<file path="config.mk">
export PLATFORM = sky130hd
export DESIGN_NAME = adcsq_control
export DESIGN_NICKNAME = d
export VERILOG_FILES = /design/src/rtl/adcsq_pkg.sv /design/src/rtl/adcsq_result_mem.sv /design/src/rtl/adcsq_control.sv
export SDC_FILE = /design/constraint.sdc
export NUM_CORES = 1
export LEC_CHECK = 0
export ABC_AREA = 0
export BUFFER_PORTS_ARGS = -buffer_cell sky130_fd_sc_hd__buf_2
export CAP_MARGIN = 20
export CELL_PAD_IN_SITES_DETAIL_PLACEMENT = 2
export CELL_PAD_IN_SITES_GLOBAL_PLACEMENT = 2
export CORE_ASPECT_RATIO = 0.5
export CORE_MARGIN = 2
export CORE_UTILIZATION = 35
export CTS_CLUSTER_DIAMETER = 50
export DETAILED_ROUTE_END_ITERATION = 12
export PLACE_DENSITY_LB_ADDON = 0.1
export SLEW_MARGIN = 20
export SYNTH_ARGS = -nofsm -noshare
export SYNTH_HDL_FRONTEND = slang
export SYNTH_SLANG_ARGS = --single-unit
</file>
<file path="constraint.sdc">
create_clock -name mclk -period 2.9 [get_ports mclk]
set_input_delay 0.145 -clock mclk [delete_from_list [all_inputs] [get_ports mclk]]
set_output_delay 0.145 -clock mclk [all_outputs]
set_load 0.05 [all_outputs]
</file>
<file path="src/rtl/adcsq_pkg.sv">
// constants, types and register map of the converter sequencer control
//
// How it works
// - flag sets per interval code: every sample, sequence end, 12 or 16 samples
// - one-slot sequence makes interval code 01 act like code 00
// - flag clears on a 0 write or when run goes from 0 to 1
// - internal-ref bit 0 takes reference from channel 3 negative pin
// - external reference always uses low-range gain trim, range select ignored
// - stop mode shuts converter down, aborts conversion, clears run
// - after stop mode idle until run set, then 20 converter clocks power-up
// - control, sequence address and slots readable always, writable only while run is 0
// - divider codes 000-100 give /16, then /32 /64 /128; low codes read 011
// - continuous bit 1 repeats sequence, 0 stops after last slot
// - interrupt request only when flag and its enable are both 1
// - acquisition extension applies only to slots with extension enable set
// - status bits 11:8 show last result location written
// - run starts; single mode clears it at sequence end, continuous keeps it
// - run written 0 stops after current conversion, or at once in power-up or extension
// - config select 1 reaches slot idx[2:0]; 0 reads result buffer idx[3:0]
// - port index increments after every data port read, and after a data port write only with config select 1
// - sequence address: buffer start 11:8, first slot 6:4, last slot 2:0 inclusive
// - slots reset to 0; bit 7 ext temp, 6..3 range/ext/align/diff, 2:0 channel
// - slots are circular: first above last wraps from 7 to 0
// - results start at buffer start location, advance, wrap 15 to 0
// - sample is 17 converter clocks, 3 acquisition; a conversion is 34
// - channel codes 110 and 111 force internal temperature mode
package adcsq_pkg;

  // register offsets
  localparam logic [7:0] STATUS_OFS = 8'h06;
  localparam logic [7:0] SEQADR_OFS = 8'h07;
  localparam logic [7:0] CONTROL_OFS = 8'h08;
  localparam logic [7:0] DATAPORT_OFS = 8'h09;

  // converter_status fields
  localparam int ST_IDX_LSB = 0;
  localparam int ST_CFGSEL_BIT = 4;
  localparam int ST_DAI_BIT = 5;
  localparam int ST_RUN_BIT = 6;
  localparam int ST_LASTWR_LSB = 8;

  // converter_control fields
  localparam int CT_ACQ_LSB = 0;
  localparam int CT_IRQEN_BIT = 5;
  localparam int CT_CONT_BIT = 6;
  localparam int CT_IREF_BIT = 7;
  localparam int CT_INTV_LSB = 10;
  localparam int CT_CLKDIV_LSB = 12;

  // sequence_address fields
  localparam int SQ_LAST_LSB = 0;
  localparam int SQ_FIRST_LSB = 4;
  localparam int SQ_BADD_LSB = 8;

  // configuration slot fields
  localparam int CF_CH_LSB = 0;
  localparam int CF_DIFF_BIT = 3;
  localparam int CF_ALIGN_BIT = 4;
  localparam int CF_ACQEN_BIT = 5;
  localparam int CF_RANGE_BIT = 6;
  localparam int CF_EXTT_BIT = 7;

  // values after reset, and the lowest divider code read back
  localparam logic [2:0] CLKDIV_RST = 3'h3;
  localparam logic [2:0] CLKDIV_MIN_READ = 3'h3;
  localparam logic [7:0] SLOT_RST = 8'h00;

  // counts in converter clocks; interval counts in samples
  localparam int POWERUP_CLKS = 20;
  localparam int ACQ_CLKS = 3;
  localparam int SAMPLE_CLKS = 17;
  localparam int CONV_CLKS = 34;
  localparam int EXT_STEP_CLKS = 16;
  localparam int INTV_COUNT_A = 12;
  localparam int INTV_COUNT_B = 16;

  typedef enum logic [1:0] {
    INTV_EVERY = 2'b00,
    INTV_SEQ   = 2'b01,
    INTV_12    = 2'b10,
    INTV_16    = 2'b11
  } adcsq_intv_t;

  typedef enum logic [1:0] {
    ST_IDLE    = 2'b00,
    ST_POWERUP = 2'b01,
    ST_ACQEXT  = 2'b10,
    ST_CONVERT = 2'b11
  } adcsq_state_t;

endpackage

</file>
<file path="src/rtl/adcsq_result_mem.sv">
// result buffer memory, cleared by reset, registered read data
`timescale 1ns/1ns
module adcsq_result_mem #(
  parameter int WIDTH = 16,
  parameter int DEPTH = 16,
  parameter int AW    = 4
) (
  input  wire logic             mclk,
  input  wire logic             rst_n,
  input  wire logic             we,
  input  wire logic [AW-1:0]    waddr,
  input  wire logic [WIDTH-1:0] wdata,
  input  wire logic             re,
  input  wire logic [AW-1:0]    raddr,
  output logic      [WIDTH-1:0] rdata
);

  if (DEPTH > (1 << AW) || WIDTH < 1) begin : g_chk
    $error("adcsq_result_mem: depth does not fit address width");
  end

  typedef struct packed {
    logic [DEPTH-1:0][WIDTH-1:0] words;
    logic [WIDTH-1:0]            q;
  } adcsq_mem_t;

  adcsq_mem_t r;
  adcsq_mem_t next_r;

  // write port and read port; a read in the write cycle returns the old word
  always_comb begin
    next_r = r;
    if (we) begin
      next_r.words[waddr] = wdata;
    end
    if (re) begin
      next_r.q = r.words[raddr];
    end
  end

  always_ff @(posedge mclk or negedge rst_n) begin
    if (!rst_n) begin
      r <= '0;
    end else begin
      r <= next_r;
    end
  end

  assign rdata = r.q;

endmodule

</file>
<file path="src/rtl/adcsq_control.sv">
// converter sequencer control: registers, clock divider, sequencing, result storage
//
// Implementation choice: strobed register access.
`timescale 1ns/1ns
module adcsq_control import adcsq_pkg::*; #(
  parameter int ADDR_W = 8,
  parameter int DATA_W = 16,
  parameter int RES_W  = 13
) (
  input  wire logic              mclk,
  input  wire logic              rst_n,
  input  wire logic [ADDR_W-1:0] bus_addr,
  input  wire logic [DATA_W-1:0] bus_wdata,
  input  wire logic              bus_wr,
  input  wire logic              bus_rd,
  output logic      [DATA_W-1:0] bus_rdata,
  input  wire logic              stop_mode,
  input  wire logic [RES_W-1:0]  conv_result,
  output logic                   conv_powered,
  output logic                   conv_tick,
  output logic                   conv_sampling,
  output logic                   conv_done,
  output logic      [2:0]        channel_sel,
  output logic                   diff_input_sel,
  output logic                   ext_temp_sel,
  output logic                   int_temp_sel,
  output logic                   high_range_gain_sel,
  output logic                   ref_from_chan3_neg,
  output logic                   irq
);

  if (DATA_W != 16 || RES_W != 13 || ADDR_W < 4) begin : g_chk
    $error("adcsq_control: data must be 16 bits, results 13 bits");
  end

  typedef struct packed {
    logic [2:0]      clkdiv;
    logic [1:0]      intv;
    logic            iref;
    logic            cont;
    logic            irqen;
    logic [3:0]      acq;
    logic [3:0]      last_wr;
    logic            run;
    logic            dai;
    logic            cfgsel;
    logic [3:0]      idx;
    logic [3:0]      badd;
    logic [2:0]      first;
    logic [2:0]      last;
    logic [7:0][7:0] slots;
    adcsq_state_t    state;
    logic [2:0]      slot;
    logic [3:0]      wptr;
    logic [4:0]      smpcnt;
    logic            stop_req;
    logic [6:0]      divcnt;
    logic            tick;
    logic [8:0]      cnt;
    logic            done;
    logic            mem_we;
    logic [3:0]      mem_wa;
    logic [15:0]     mem_wd;
    logic [15:0]     rdq;
    logic            rd_buf;
  } adcsq_regs_t;

  adcsq_regs_t r;
  adcsq_regs_t next_r;

  logic        mem_re;
  logic [15:0] mem_q;
  logic [7:0]  cur;
  logic        dai_set;
  logic        seq_end;
  logic [4:0]  cnt_next;
  logic [2:0]  slot_next;

  ////////////////////////////////////////////////////////////////////////////
  // decode helpers

  // last divider count for a divider code
  function automatic logic [6:0] div_last(input logic [2:0] code);
    unique case (code)
      3'h5:    div_last = 7'h1f;
      3'h6:    div_last = 7'h3f;
      3'h7:    div_last = 7'h7f;
      default: div_last = 7'h0f;
    endcase
  endfunction

  // extension length in converter clocks; high acq bits fold with slower dividers
  function automatic logic [8:0] ext_clks(input logic [3:0] acq, input logic [2:0] code);
    logic [3:0] m;
    m = 4'hf;
    unique case (code)
      3'h5:    m = 4'h7;
      3'h6:    m = 4'h3;
      3'h7:    m = 4'h1;
      default: m = 4'hf;
    endcase
    ext_clks = {({1'b0, acq & m} + 5'd1), 4'h0};
  endfunction

  // internal temperature mode from the channel code
  function automatic logic is_int_temp(input logic [7:0] cfg);
    is_int_temp = (cfg[CF_CH_LSB+1 +: 2] == 2'b11);
  endfunction

  // phase that opens a conversion for a slot
  function automatic adcsq_state_t open_phase(input logic [7:0] cfg);
    if (cfg[CF_ACQEN_BIT] && !is_int_temp(cfg) && !cfg[CF_EXTT_BIT]) begin
      open_phase = ST_ACQEXT;
    end else begin
      open_phase = ST_CONVERT;
    end
  endfunction

  // place a 13-bit result in the 16-bit word
  function automatic logic [15:0] align(input logic [12:0] res, input logic left);
    if (left) begin
      align = {res, 3'h0};
    end else begin
      align = {{3{res[12]}}, res};
    end
  endfunction

  ////////////////////////////////////////////////////////////////////////////
  // next state

  assign cur = r.slots[r.slot];
  assign seq_end = (r.slot == r.last);
  assign cnt_next = r.smpcnt + 5'd1;
  assign slot_next = seq_end ? r.first : r.slot + 3'd1;

  always_comb begin
    next_r = r;
    next_r.tick = 1'b0;
    next_r.done = 1'b0;
    next_r.mem_we = 1'b0;
    next_r.rd_buf = 1'b0;
    next_r.rdq = '0;
    dai_set = 1'b0;

    // converter clock divider, held while idle
    if (r.state == ST_IDLE) begin
      next_r.divcnt = '0;
    end else if (r.divcnt == div_last(r.clkdiv)) begin
      next_r.divcnt = '0;
      next_r.tick = 1'b1;
    end else begin
      next_r.divcnt = r.divcnt + 7'd1;
    end

    // sequencing engine, advancing on converter clocks
    unique case (r.state)
      ST_IDLE: begin
      end
      ST_POWERUP: begin
        if (r.tick) begin
          if (r.cnt == 9'(POWERUP_CLKS - 1)) begin
            next_r.cnt = '0;
            next_r.state = open_phase(cur);
          end else begin
            next_r.cnt = r.cnt + 9'd1;
          end
        end
      end
      ST_ACQEXT: begin
        if (r.tick) begin
          if (r.cnt == ext_clks(r.acq, r.clkdiv) - 9'd1) begin
            next_r.cnt = '0;
            next_r.state = ST_CONVERT;
          end else begin
            next_r.cnt = r.cnt + 9'd1;
          end
        end
      end
      ST_CONVERT: begin
        if (r.tick) begin
          if (r.cnt == 9'(CONV_CLKS - 1)) begin
            next_r.cnt = '0;
            next_r.done = 1'b1;
            // store the aligned result and advance the buffer pointer
            next_r.mem_we = 1'b1;
            next_r.mem_wa = r.wptr;
            next_r.mem_wd = align(conv_result, cur[CF_ALIGN_BIT]);
            next_r.last_wr = r.wptr;
            next_r.wptr = r.wptr + 4'd1;
            // data-available interval
            next_r.smpcnt = cnt_next;
            unique case (adcsq_intv_t'(r.intv))
              INTV_EVERY: dai_set = 1'b1;
              INTV_SEQ:   dai_set = seq_end;
              INTV_12: begin
                dai_set = (cnt_next == 5'(INTV_COUNT_A));
              end
              INTV_16: begin
                dai_set = (cnt_next == 5'(INTV_COUNT_B));
              end
            endcase
            if (dai_set && r.intv[1]) begin
              next_r.smpcnt = '0;
            end else if (cnt_next == 5'(INTV_COUNT_B)) begin
              next_r.smpcnt = '0;
            end
            // next slot, sequence end, or stop
            next_r.slot = slot_next;
            if (r.stop_req) begin
              next_r.state = ST_IDLE;
              next_r.stop_req = 1'b0;
            end else if (seq_end && !r.cont) begin
              next_r.state = ST_IDLE;
              next_r.run = 1'b0;
            end else begin
              next_r.state = open_phase(r.slots[slot_next]);
            end
          end else begin
            next_r.cnt = r.cnt + 9'd1;
          end
        end
      end
    endcase

    // register writes
    if (bus_wr) begin
      unique case (bus_addr[3:0])
        STATUS_OFS[3:0]: begin
          if (bus_addr == ADDR_W'(STATUS_OFS)) begin
            next_r.cfgsel = bus_wdata[ST_CFGSEL_BIT];
            next_r.idx = bus_wdata[ST_IDX_LSB +: 4];
            if (!bus_wdata[ST_DAI_BIT]) begin
              next_r.dai = 1'b0;
            end
            if (bus_wdata[ST_RUN_BIT] && !r.run && !stop_mode) begin
              // start a new sequence
              next_r.run = 1'b1;
              next_r.dai = 1'b0;
              next_r.smpcnt = '0;
              next_r.slot = r.first;
              next_r.wptr = r.badd;
              next_r.state = ST_POWERUP;
              next_r.cnt = '0;
              next_r.divcnt = '0;
              next_r.stop_req = 1'b0;
            end else if (!bus_wdata[ST_RUN_BIT] && r.run) begin
              next_r.run = 1'b0;
              if (r.state == ST_CONVERT) begin
                next_r.stop_req = 1'b1;
              end else begin
                next_r.state = ST_IDLE;
                next_r.cnt = '0;
              end
            end
          end
        end
        SEQADR_OFS[3:0]: begin
          if (bus_addr == ADDR_W'(SEQADR_OFS) && !r.run) begin
            next_r.badd = bus_wdata[SQ_BADD_LSB +: 4];
            next_r.first = bus_wdata[SQ_FIRST_LSB +: 3];
            next_r.last = bus_wdata[SQ_LAST_LSB +: 3];
          end
        end
        CONTROL_OFS[3:0]: begin
          if (bus_addr == ADDR_W'(CONTROL_OFS) && !r.run) begin
            next_r.clkdiv = bus_wdata[CT_CLKDIV_LSB +: 3];
            next_r.intv = bus_wdata[CT_INTV_LSB +: 2];
            next_r.iref = bus_wdata[CT_IREF_BIT];
            next_r.cont = bus_wdata[CT_CONT_BIT];
            next_r.irqen = bus_wdata[CT_IRQEN_BIT];
            next_r.acq = bus_wdata[CT_ACQ_LSB +: 4];
          end
        end
        DATAPORT_OFS[3:0]: begin
          if (bus_addr == ADDR_W'(DATAPORT_OFS) && r.cfgsel) begin
            if (!r.run) begin
              next_r.slots[r.idx[2:0]] = bus_wdata[7:0];
            end
            next_r.idx = r.idx + 4'd1;
          end
        end
        default: begin
        end
      endcase
    end

    // register reads, answered in the next cycle
    if (bus_rd) begin
      unique case (bus_addr[3:0])
        STATUS_OFS[3:0]: begin
          if (bus_addr == ADDR_W'(STATUS_OFS)) begin
            next_r.rdq[ST_LASTWR_LSB +: 4] = r.last_wr;
            next_r.rdq[ST_RUN_BIT] = r.run;
            next_r.rdq[ST_DAI_BIT] = r.dai;
            next_r.rdq[ST_CFGSEL_BIT] = r.cfgsel;
            next_r.rdq[ST_IDX_LSB +: 4] = r.idx;
          end
        end
        SEQADR_OFS[3:0]: begin
          if (bus_addr == ADDR_W'(SEQADR_OFS)) begin
            next_r.rdq[SQ_BADD_LSB +: 4] = r.badd;
            next_r.rdq[SQ_FIRST_LSB +: 3] = r.first;
            next_r.rdq[SQ_LAST_LSB +: 3] = r.last;
          end
        end
        CONTROL_OFS[3:0]: begin
          if (bus_addr == ADDR_W'(CONTROL_OFS)) begin
            next_r.rdq[CT_CLKDIV_LSB +: 3] = (r.clkdiv < CLKDIV_MIN_READ) ? CLKDIV_MIN_READ : r.clkdiv;
            next_r.rdq[CT_INTV_LSB +: 2] = r.intv;
            next_r.rdq[CT_IREF_BIT] = r.iref;
            next_r.rdq[CT_CONT_BIT] = r.cont;
            next_r.rdq[CT_IRQEN_BIT] = r.irqen;
            next_r.rdq[CT_ACQ_LSB +: 4] = r.acq;
          end
        end
        DATAPORT_OFS[3:0]: begin
          if (bus_addr == ADDR_W'(DATAPORT_OFS)) begin
            if (r.cfgsel) begin
              next_r.rdq[7:0] = r.slots[r.idx[2:0]];
            end else begin
              next_r.rd_buf = 1'b1;
            end
            next_r.idx = r.idx + 4'd1;
          end
        end
        default: begin
        end
      endcase
    end

    // hardware set wins over a software clear in the same cycle
    if (dai_set) begin
      next_r.dai = 1'b1;
    end

    // stop mode: full shutdown and abort
    if (stop_mode) begin
      next_r.state = ST_IDLE;
      next_r.run = 1'b0;
      next_r.stop_req = 1'b0;
      next_r.cnt = '0;
    end
  end

  ////////////////////////////////////////////////////////////////////////////
  // state register

  always_ff @(posedge mclk or negedge rst_n) begin
    if (!rst_n) begin
      r <= '0;
      r.clkdiv <= CLKDIV_RST;
      r.slots <= {8{SLOT_RST}};
      r.state <= ST_IDLE;
    end else begin
      r <= next_r;
    end
  end

  ////////////////////////////////////////////////////////////////////////////
  // result buffer

  assign mem_re = bus_rd && (bus_addr == ADDR_W'(DATAPORT_OFS)) && !r.cfgsel;

  adcsq_result_mem #(
    .WIDTH (16),
    .DEPTH (16),
    .AW    (4)
  ) u_mem (
    .mclk  (mclk),
    .rst_n (rst_n),
    .we    (r.mem_we),
    .waddr (r.mem_wa),
    .wdata (r.mem_wd),
    .re    (mem_re),
    .raddr (r.idx),
    .rdata (mem_q)
  );

  ////////////////////////////////////////////////////////////////////////////
  // outputs

  assign bus_rdata = r.rd_buf ? mem_q : r.rdq;
  assign irq = r.dai & r.irqen;
  assign conv_powered = (r.state != ST_IDLE);
  assign conv_tick = r.tick;
  assign conv_done = r.done;
  // acquisition: extension phase plus first 3 clocks of each 17-clock sample
  assign conv_sampling = (r.state == ST_ACQEXT)
                       | ((r.state == ST_CONVERT)
                          & ((r.cnt < 9'(ACQ_CLKS))
                             | ((r.cnt >= 9'(SAMPLE_CLKS)) & (r.cnt < 9'(SAMPLE_CLKS + ACQ_CLKS)))));
  assign channel_sel = cur[CF_CH_LSB +: 3];
  assign int_temp_sel = conv_powered & is_int_temp(cur);
  assign ext_temp_sel = conv_powered & cur[CF_EXTT_BIT] & ~is_int_temp(cur);
  // channel 3 positive pin stays single-ended while its negative pin is the reference
  assign diff_input_sel = cur[CF_DIFF_BIT] & ~is_int_temp(cur)
                        & ~(~r.iref & (cur[CF_CH_LSB +: 3] == 3'h3));
  assign high_range_gain_sel = r.iref & cur[CF_RANGE_BIT];
  assign ref_from_chan3_neg = ~r.iref;

endmodule

</file>
# Word level (Yosys, flattened, before mapping)
# Index checks and enable logic that the tools add are counted.
dict set report word_totals {
  reg_bits 435
  in_bits 42
  output_inout_bits 29
}
dict set report classes {
  n_addsub 8
  magnitude_cmp 11
  n_eq_ne 28
  mux 121
  bitwise_logic 17
  reduce_logical 37
}
# op count
set op_table {}
lappend op_table {{$bwmux W256} 1}
lappend op_table {{$mux W64} 3}
lappend op_table {{$mux W9} 13}
lappend op_table {{$mux W103} 1}
lappend op_table {{$mux W22} 4}
lappend op_table {{$bmux W8 S3} 3}
lappend op_table {{$bmux W16 S4} 1}
lappend op_table {{$bwmux W64} 1}
lappend op_table {{$demux W16 S4} 1}
lappend op_table {{$mux W16} 4}
lappend op_table {{$mux W15} 3}
lappend op_table {{$mux W7} 6}
lappend op_table {{$mux W8} 5}
lappend op_table {{$mux W4} 9}
lappend op_table {{$mux W31} 1}
lappend op_table {{$mux W1} 27}
lappend op_table {{$pmux W9 S3} 1}
lappend op_table {{$demux W8 S3} 1}
lappend op_table {{$mux W3} 7}
lappend op_table {{$pmux W7 S3} 1}
lappend op_table {{$mux W10} 2}
lappend op_table {{$mux W2} 10}
lappend op_table {{$eq A8 B3 Y1 const B} 2}
lappend op_table {{$eq A8 B4 Y1 const B} 2}
lappend op_table {{51 further kinds} 113}

# Logic depth before layout (Yosys ltp)
dict set report depth {
  word_depth 23
  mapped_depth 11
  mapped_depth_nobuf 10
}

# By module
# A second synthesis with hierarchy kept.
dict set report unflattened {
  hier_cells 1614
  hier_area_um2 21239.1
}
# module instances cells_each area_each_um2
set by_module_without_submodules {}
lappend by_module_without_submodules {adcsq_result_mem 1 762 12338.1}
lappend by_module_without_submodules {adcsq_control 1 852 8901.0}

# Worst setup path before layout
# No wires, ideal clock.
dict set report synth_timing {
  kind {register -> register}
  start {reg r[166] (netlist name)}
  end {reg r[47] (netlist name)}
  setup_time_ps 121
  arrival_time_ps 2763
  t_required_ps 2779
  path_slack_ps 16
  stages_incl_launch_ff 12
  path_buffers 1
  path_cell_list {dfstp_2 -> and2_1 -> a21boi_0 -> ha_1 -> xor2_1 -> or3_1 -> a2111oi_0 -> and3_1 -> a211o_4 -> buf_6 -> nor2_1 -> o22a_1}
}
# item line_no
set synth_lines {}
lappend synth_lines {{start, declared} adcsq_control.sv:68} ;# adcsq_regs_t r;
lappend synth_lines {{start signal, assigned} adcsq_control.sv:355} ;# r <= next_r;

# Worst setup path after layout
dict set report layout_timing {
  start {reg r[66] (netlist name)}
  end {reg r[28] (netlist name)}
}
dict set report layout_between {
  elab_chain_len 3
}
# item line_no
set layout_rtl {}
lappend layout_rtl {{$bmux W8 S3} adcsq_control.sv:131} ;# assign cur = r.slots[r.slot];
lappend layout_rtl {{$mux W8 (not written as such)} adcsq_control.sv:131}
lappend layout_rtl {{$mux W15} adcsq_control.sv:121} ;# if (left) begin
# Every way passes these cells. The select of a mux whose other input is x is not followed.
# A chain may end at the register's enable or synchronous reset.

==> impl_results.md <==
* Fmax at 353.0 MHz
* Leakage at about 12 nW
* Slack of the worst reg-to-reg path at ~0.067 ns
* CP max FO at 15
* Worst Reg-to-Reg Cells at 7
* Die Span Y at 177.6 microns
* Initial Utilization at between 30% and 40%
* Setup crit start kind: register
* Chip width at roughly 350 microns
* Clock Tree Buf Depth at 3
* Gr usage total at a little under a quarter
* Unrepaired setup endpoints after global routing: yes
* Cts bufs inserted at 45
* Grt ovf at 0
* Period utilization at a little over nine tenths
* Final ANT Viol Nets at 0
* Seq cells post-synth at approximately 430
* Final setup viols at 0
* Initial DRC count at 831
* Clock sink total at 434
* Sequential area share after synthesis at roughly 51%
* Ports at 71
* Transition time at the pin with the least slew margin at approximately 0.89 ns
* Pwr Total at 12.92 mW
* Capturing point of the worst reg2reg path: r[28]
* Syn. warnings at 0
* Vias in the first global route at approximately 17k
* # H-tree levels at 2
* Drt first pass iters at 5
* Mapped Area at 0.02109 sq mm
* Clk Latency, worst-skew pair at about 0.60 ns
* Fin Clk Skew at a little over 0.03 ns
* CP required at ~3.4 ns
* Vias per cell at approximately 5.5
* Worst min path class: in -> async
* Hold Slack at between 0.05 and 0.06 ns
* Global-route wire length before repair at 110500 microns
* DR top layer: met4
* Fin cells at 2676
* Wirelength per Cell at approximately 27 microns
* Clock slew at reported path FFs at ~0.07 ns
* Cells after Synth at around 1.7k
* Tmin final at around 2.8 ns
* Initial antenna violation count at 4
* Hold Fails Final Rpt at 0
* Met3 WL at between 2000 and 3000 microns
* Slowest stage delay, CP at 0.58 ns
* Ys flop type: dfrtp_1
* Synth cell types at between 70 and 80
* Worst setup path startpoint: r[66]
* Power density over cell area at ~520 mW/mm^2
* Met2 WL post-DR at 34160 microns
* Ys async rst share at 100.0%
* Crit path kind: reg -> reg
* Syn Nets at ~1.8k
* Nets at ~1.9k
* Worst slew margin at a little over 40%
* Data arrival, critical path at between 3 and 4 ns
* Area grow syn2layout at 17.69%
* Via Count at 14.83k
* Status: completed
* VDD IR max at roughly 370 uV
* Cell chain of the critical path: buf_12, mux4_2, mux2i_2, buf_4, mux2i_1, dlygate4sd3_1, a21oi_1
* Die Area at roughly 0.062 sq mm
* Routed WL at approximately 73000 microns
* EDFF count, synth at 0
* CP Capture Type: register
* Max-Cap Viols at 0
* Rows at 63
* Post-route DRC violation count at 0
* Core area at between 0.05 and 0.06 sq mm
* Met1 wire length at between 30000 and 40000 microns
* TritonCTS clock tree: yes
* Largest net degree at the start of global routing at 98
* Clk root buf: clkbuf_16
* Slowest cell on crit path: dlygate4sd3_1
* GP Congestion at approximately 0.83
* Mean Syn Cell Area at 12.40 sq um
* Count of buffers from port buffering at 69
* Layout cells sized above 1 at a little under two fifths
* Reg2reg start: r[66]
* DP HPWL at 47540 microns
* Cells after DPL at roughly 2.6k
* Pins Over Slew Limit at 0
how the worst max path moves through the flow:
stage,endpoint,cells after the start,slack [ns]
3_5_place_dp,r[39],10,-0.16
4_1_cts,ext_temp_sel,6,0.02
2_1_floorplan,r[47],11,0.02
5_1_grt,r[40],11,-0.02
3_3_place_gp,r[40],10,-0.19
6_report,r[28],7,0.07
critical path: cells and delay by family (launching register included):
| family | cells | cell delay [ns] |
|---|---|---|
| AO/OA/AOI/OAI | 1 | 0.07 |
| buffers and inverters | 3 | 1.12 |
| flip-flops | 1 | 0.44 |
| multiplexers | 3 | 1.05 |
layout make-up:
class	count	area, sq um
multi-input cells	1119	9729
clock buffers	67	1310
flip-flops and latches	434	10870
diodes	1	2.502
fillers	5995	34610
clock inverters	13	156.4
well taps	812	1016
inverters	19	71.32
repair buffers	211	1667
layer usage:
| metal | GRT usage (%) | vias to the layer above |
|---|---|---|
| li1 | - | 6478 |
| met4 | 6.962 | 0 |
| met1 | 33.31 | 7956 |
| met5 | 0 | - |
| met2 | 38.95 | 277 |
| met3 | 3.469 | 120 |
flip-flops by register name (all words and copies together) (netlist names):
register	count
u_mem.r	256
r	160
u_mem.rdata	16
conv_done	1
conv_tick	1
synth_stat cells, drive strengths merged, types with 34 or more instances:
master / n / area, sq um
a21oi: 59 / 295.3
a22oi: 35 / 262.8
buf: 40 / 202.7
clkbuf: 90 / 337.8
dfrtp: 432 / 10810
mux2: 388 / 4369
mux2i: 52 / 524.3
mux4: 43 / 968.4
nand2: 118 / 447.9
nand3: 34 / 175.2
nor2: 75 / 289.0
o21ai: 71 / 355.3
where the power goes:
part,internal [mW],switching [mW],total (mW)
sequential,6.08,0.0712,6.15
combinational,0.288,0.529,0.816
clock,3.33,2.63,5.95
total,9.70,3.23,12.9
cells by family (layout without fill, tap and decap cells):
kind of cell             Yosys count  in the layout  share of synthesized area (%)
multiplexers                     483            483                          27.79
flip-flops                       434            434                          51.50
AND/OR/NAND/NOR                  333            333                          7.895
AO/OA/AOI/OAI                    274            275                          8.530
buffers and inverters            149            310                          2.900
XOR/XNOR                          19             19                         0.8541
adder cells (fa/ha/maj)            9              9                         0.5338
other                              0              1                              0
metrics by stage:
stage          setup WS [ns]  util [%]  setup TNS, ns  area (sq um)
2_1_floorplan        0.01592         -              0         21090
3_3_place_gp         -0.1949     38.52         -1.055         22900
3_5_place_dp         -0.1649     38.52        -0.7308         22900
4_1_cts              0.01793     41.57              0         24710
5_1_grt             -0.01892     41.76       -0.03118         24820
6_report             0.06733     41.77              0         24830
repair_timing:
action                                  CTS  global route
pin swaps                                 0             5
hold buffers                             34             0
hold endpoints to repair                419             0
endpoints found under the setup margin    7            10
gates resized for setup                   4            20
cloned                                    0             2
buffers inserted                          0             1
placed cells by master, fill, tap and decap left out, types with 6 or more instances in the layout:
cell type,n
nand2b_1,9
mux2i_1,51
xor2_1,7
nand3_1,33
nor2_1,63
ha_1,9
mux4_2,43
xnor2_1,11
buf_12,11
mux2_2,365
mux2_1,23
a21o_1,13
nor3_1,10
and3_1,12
a22oi_1,35
o21ai_0,62
inv_1,18
nand3b_1,8
a31oi_1,13
a211oi_1,6
a21oi_1,59
clkbuf_16,47
nor2b_1,15
buf_2,66
o22ai_1,8
buf_4,98
clkbuf_8,8
clkbuf_1,13
and2_1,12
o21ai_1,7
nor2_2,12
dfrtp_1,428
dlygate4sd3_1,34
a22o_1,7
a221oi_1,20
nand2_1,116
Power figures use the tool's default switching activity.
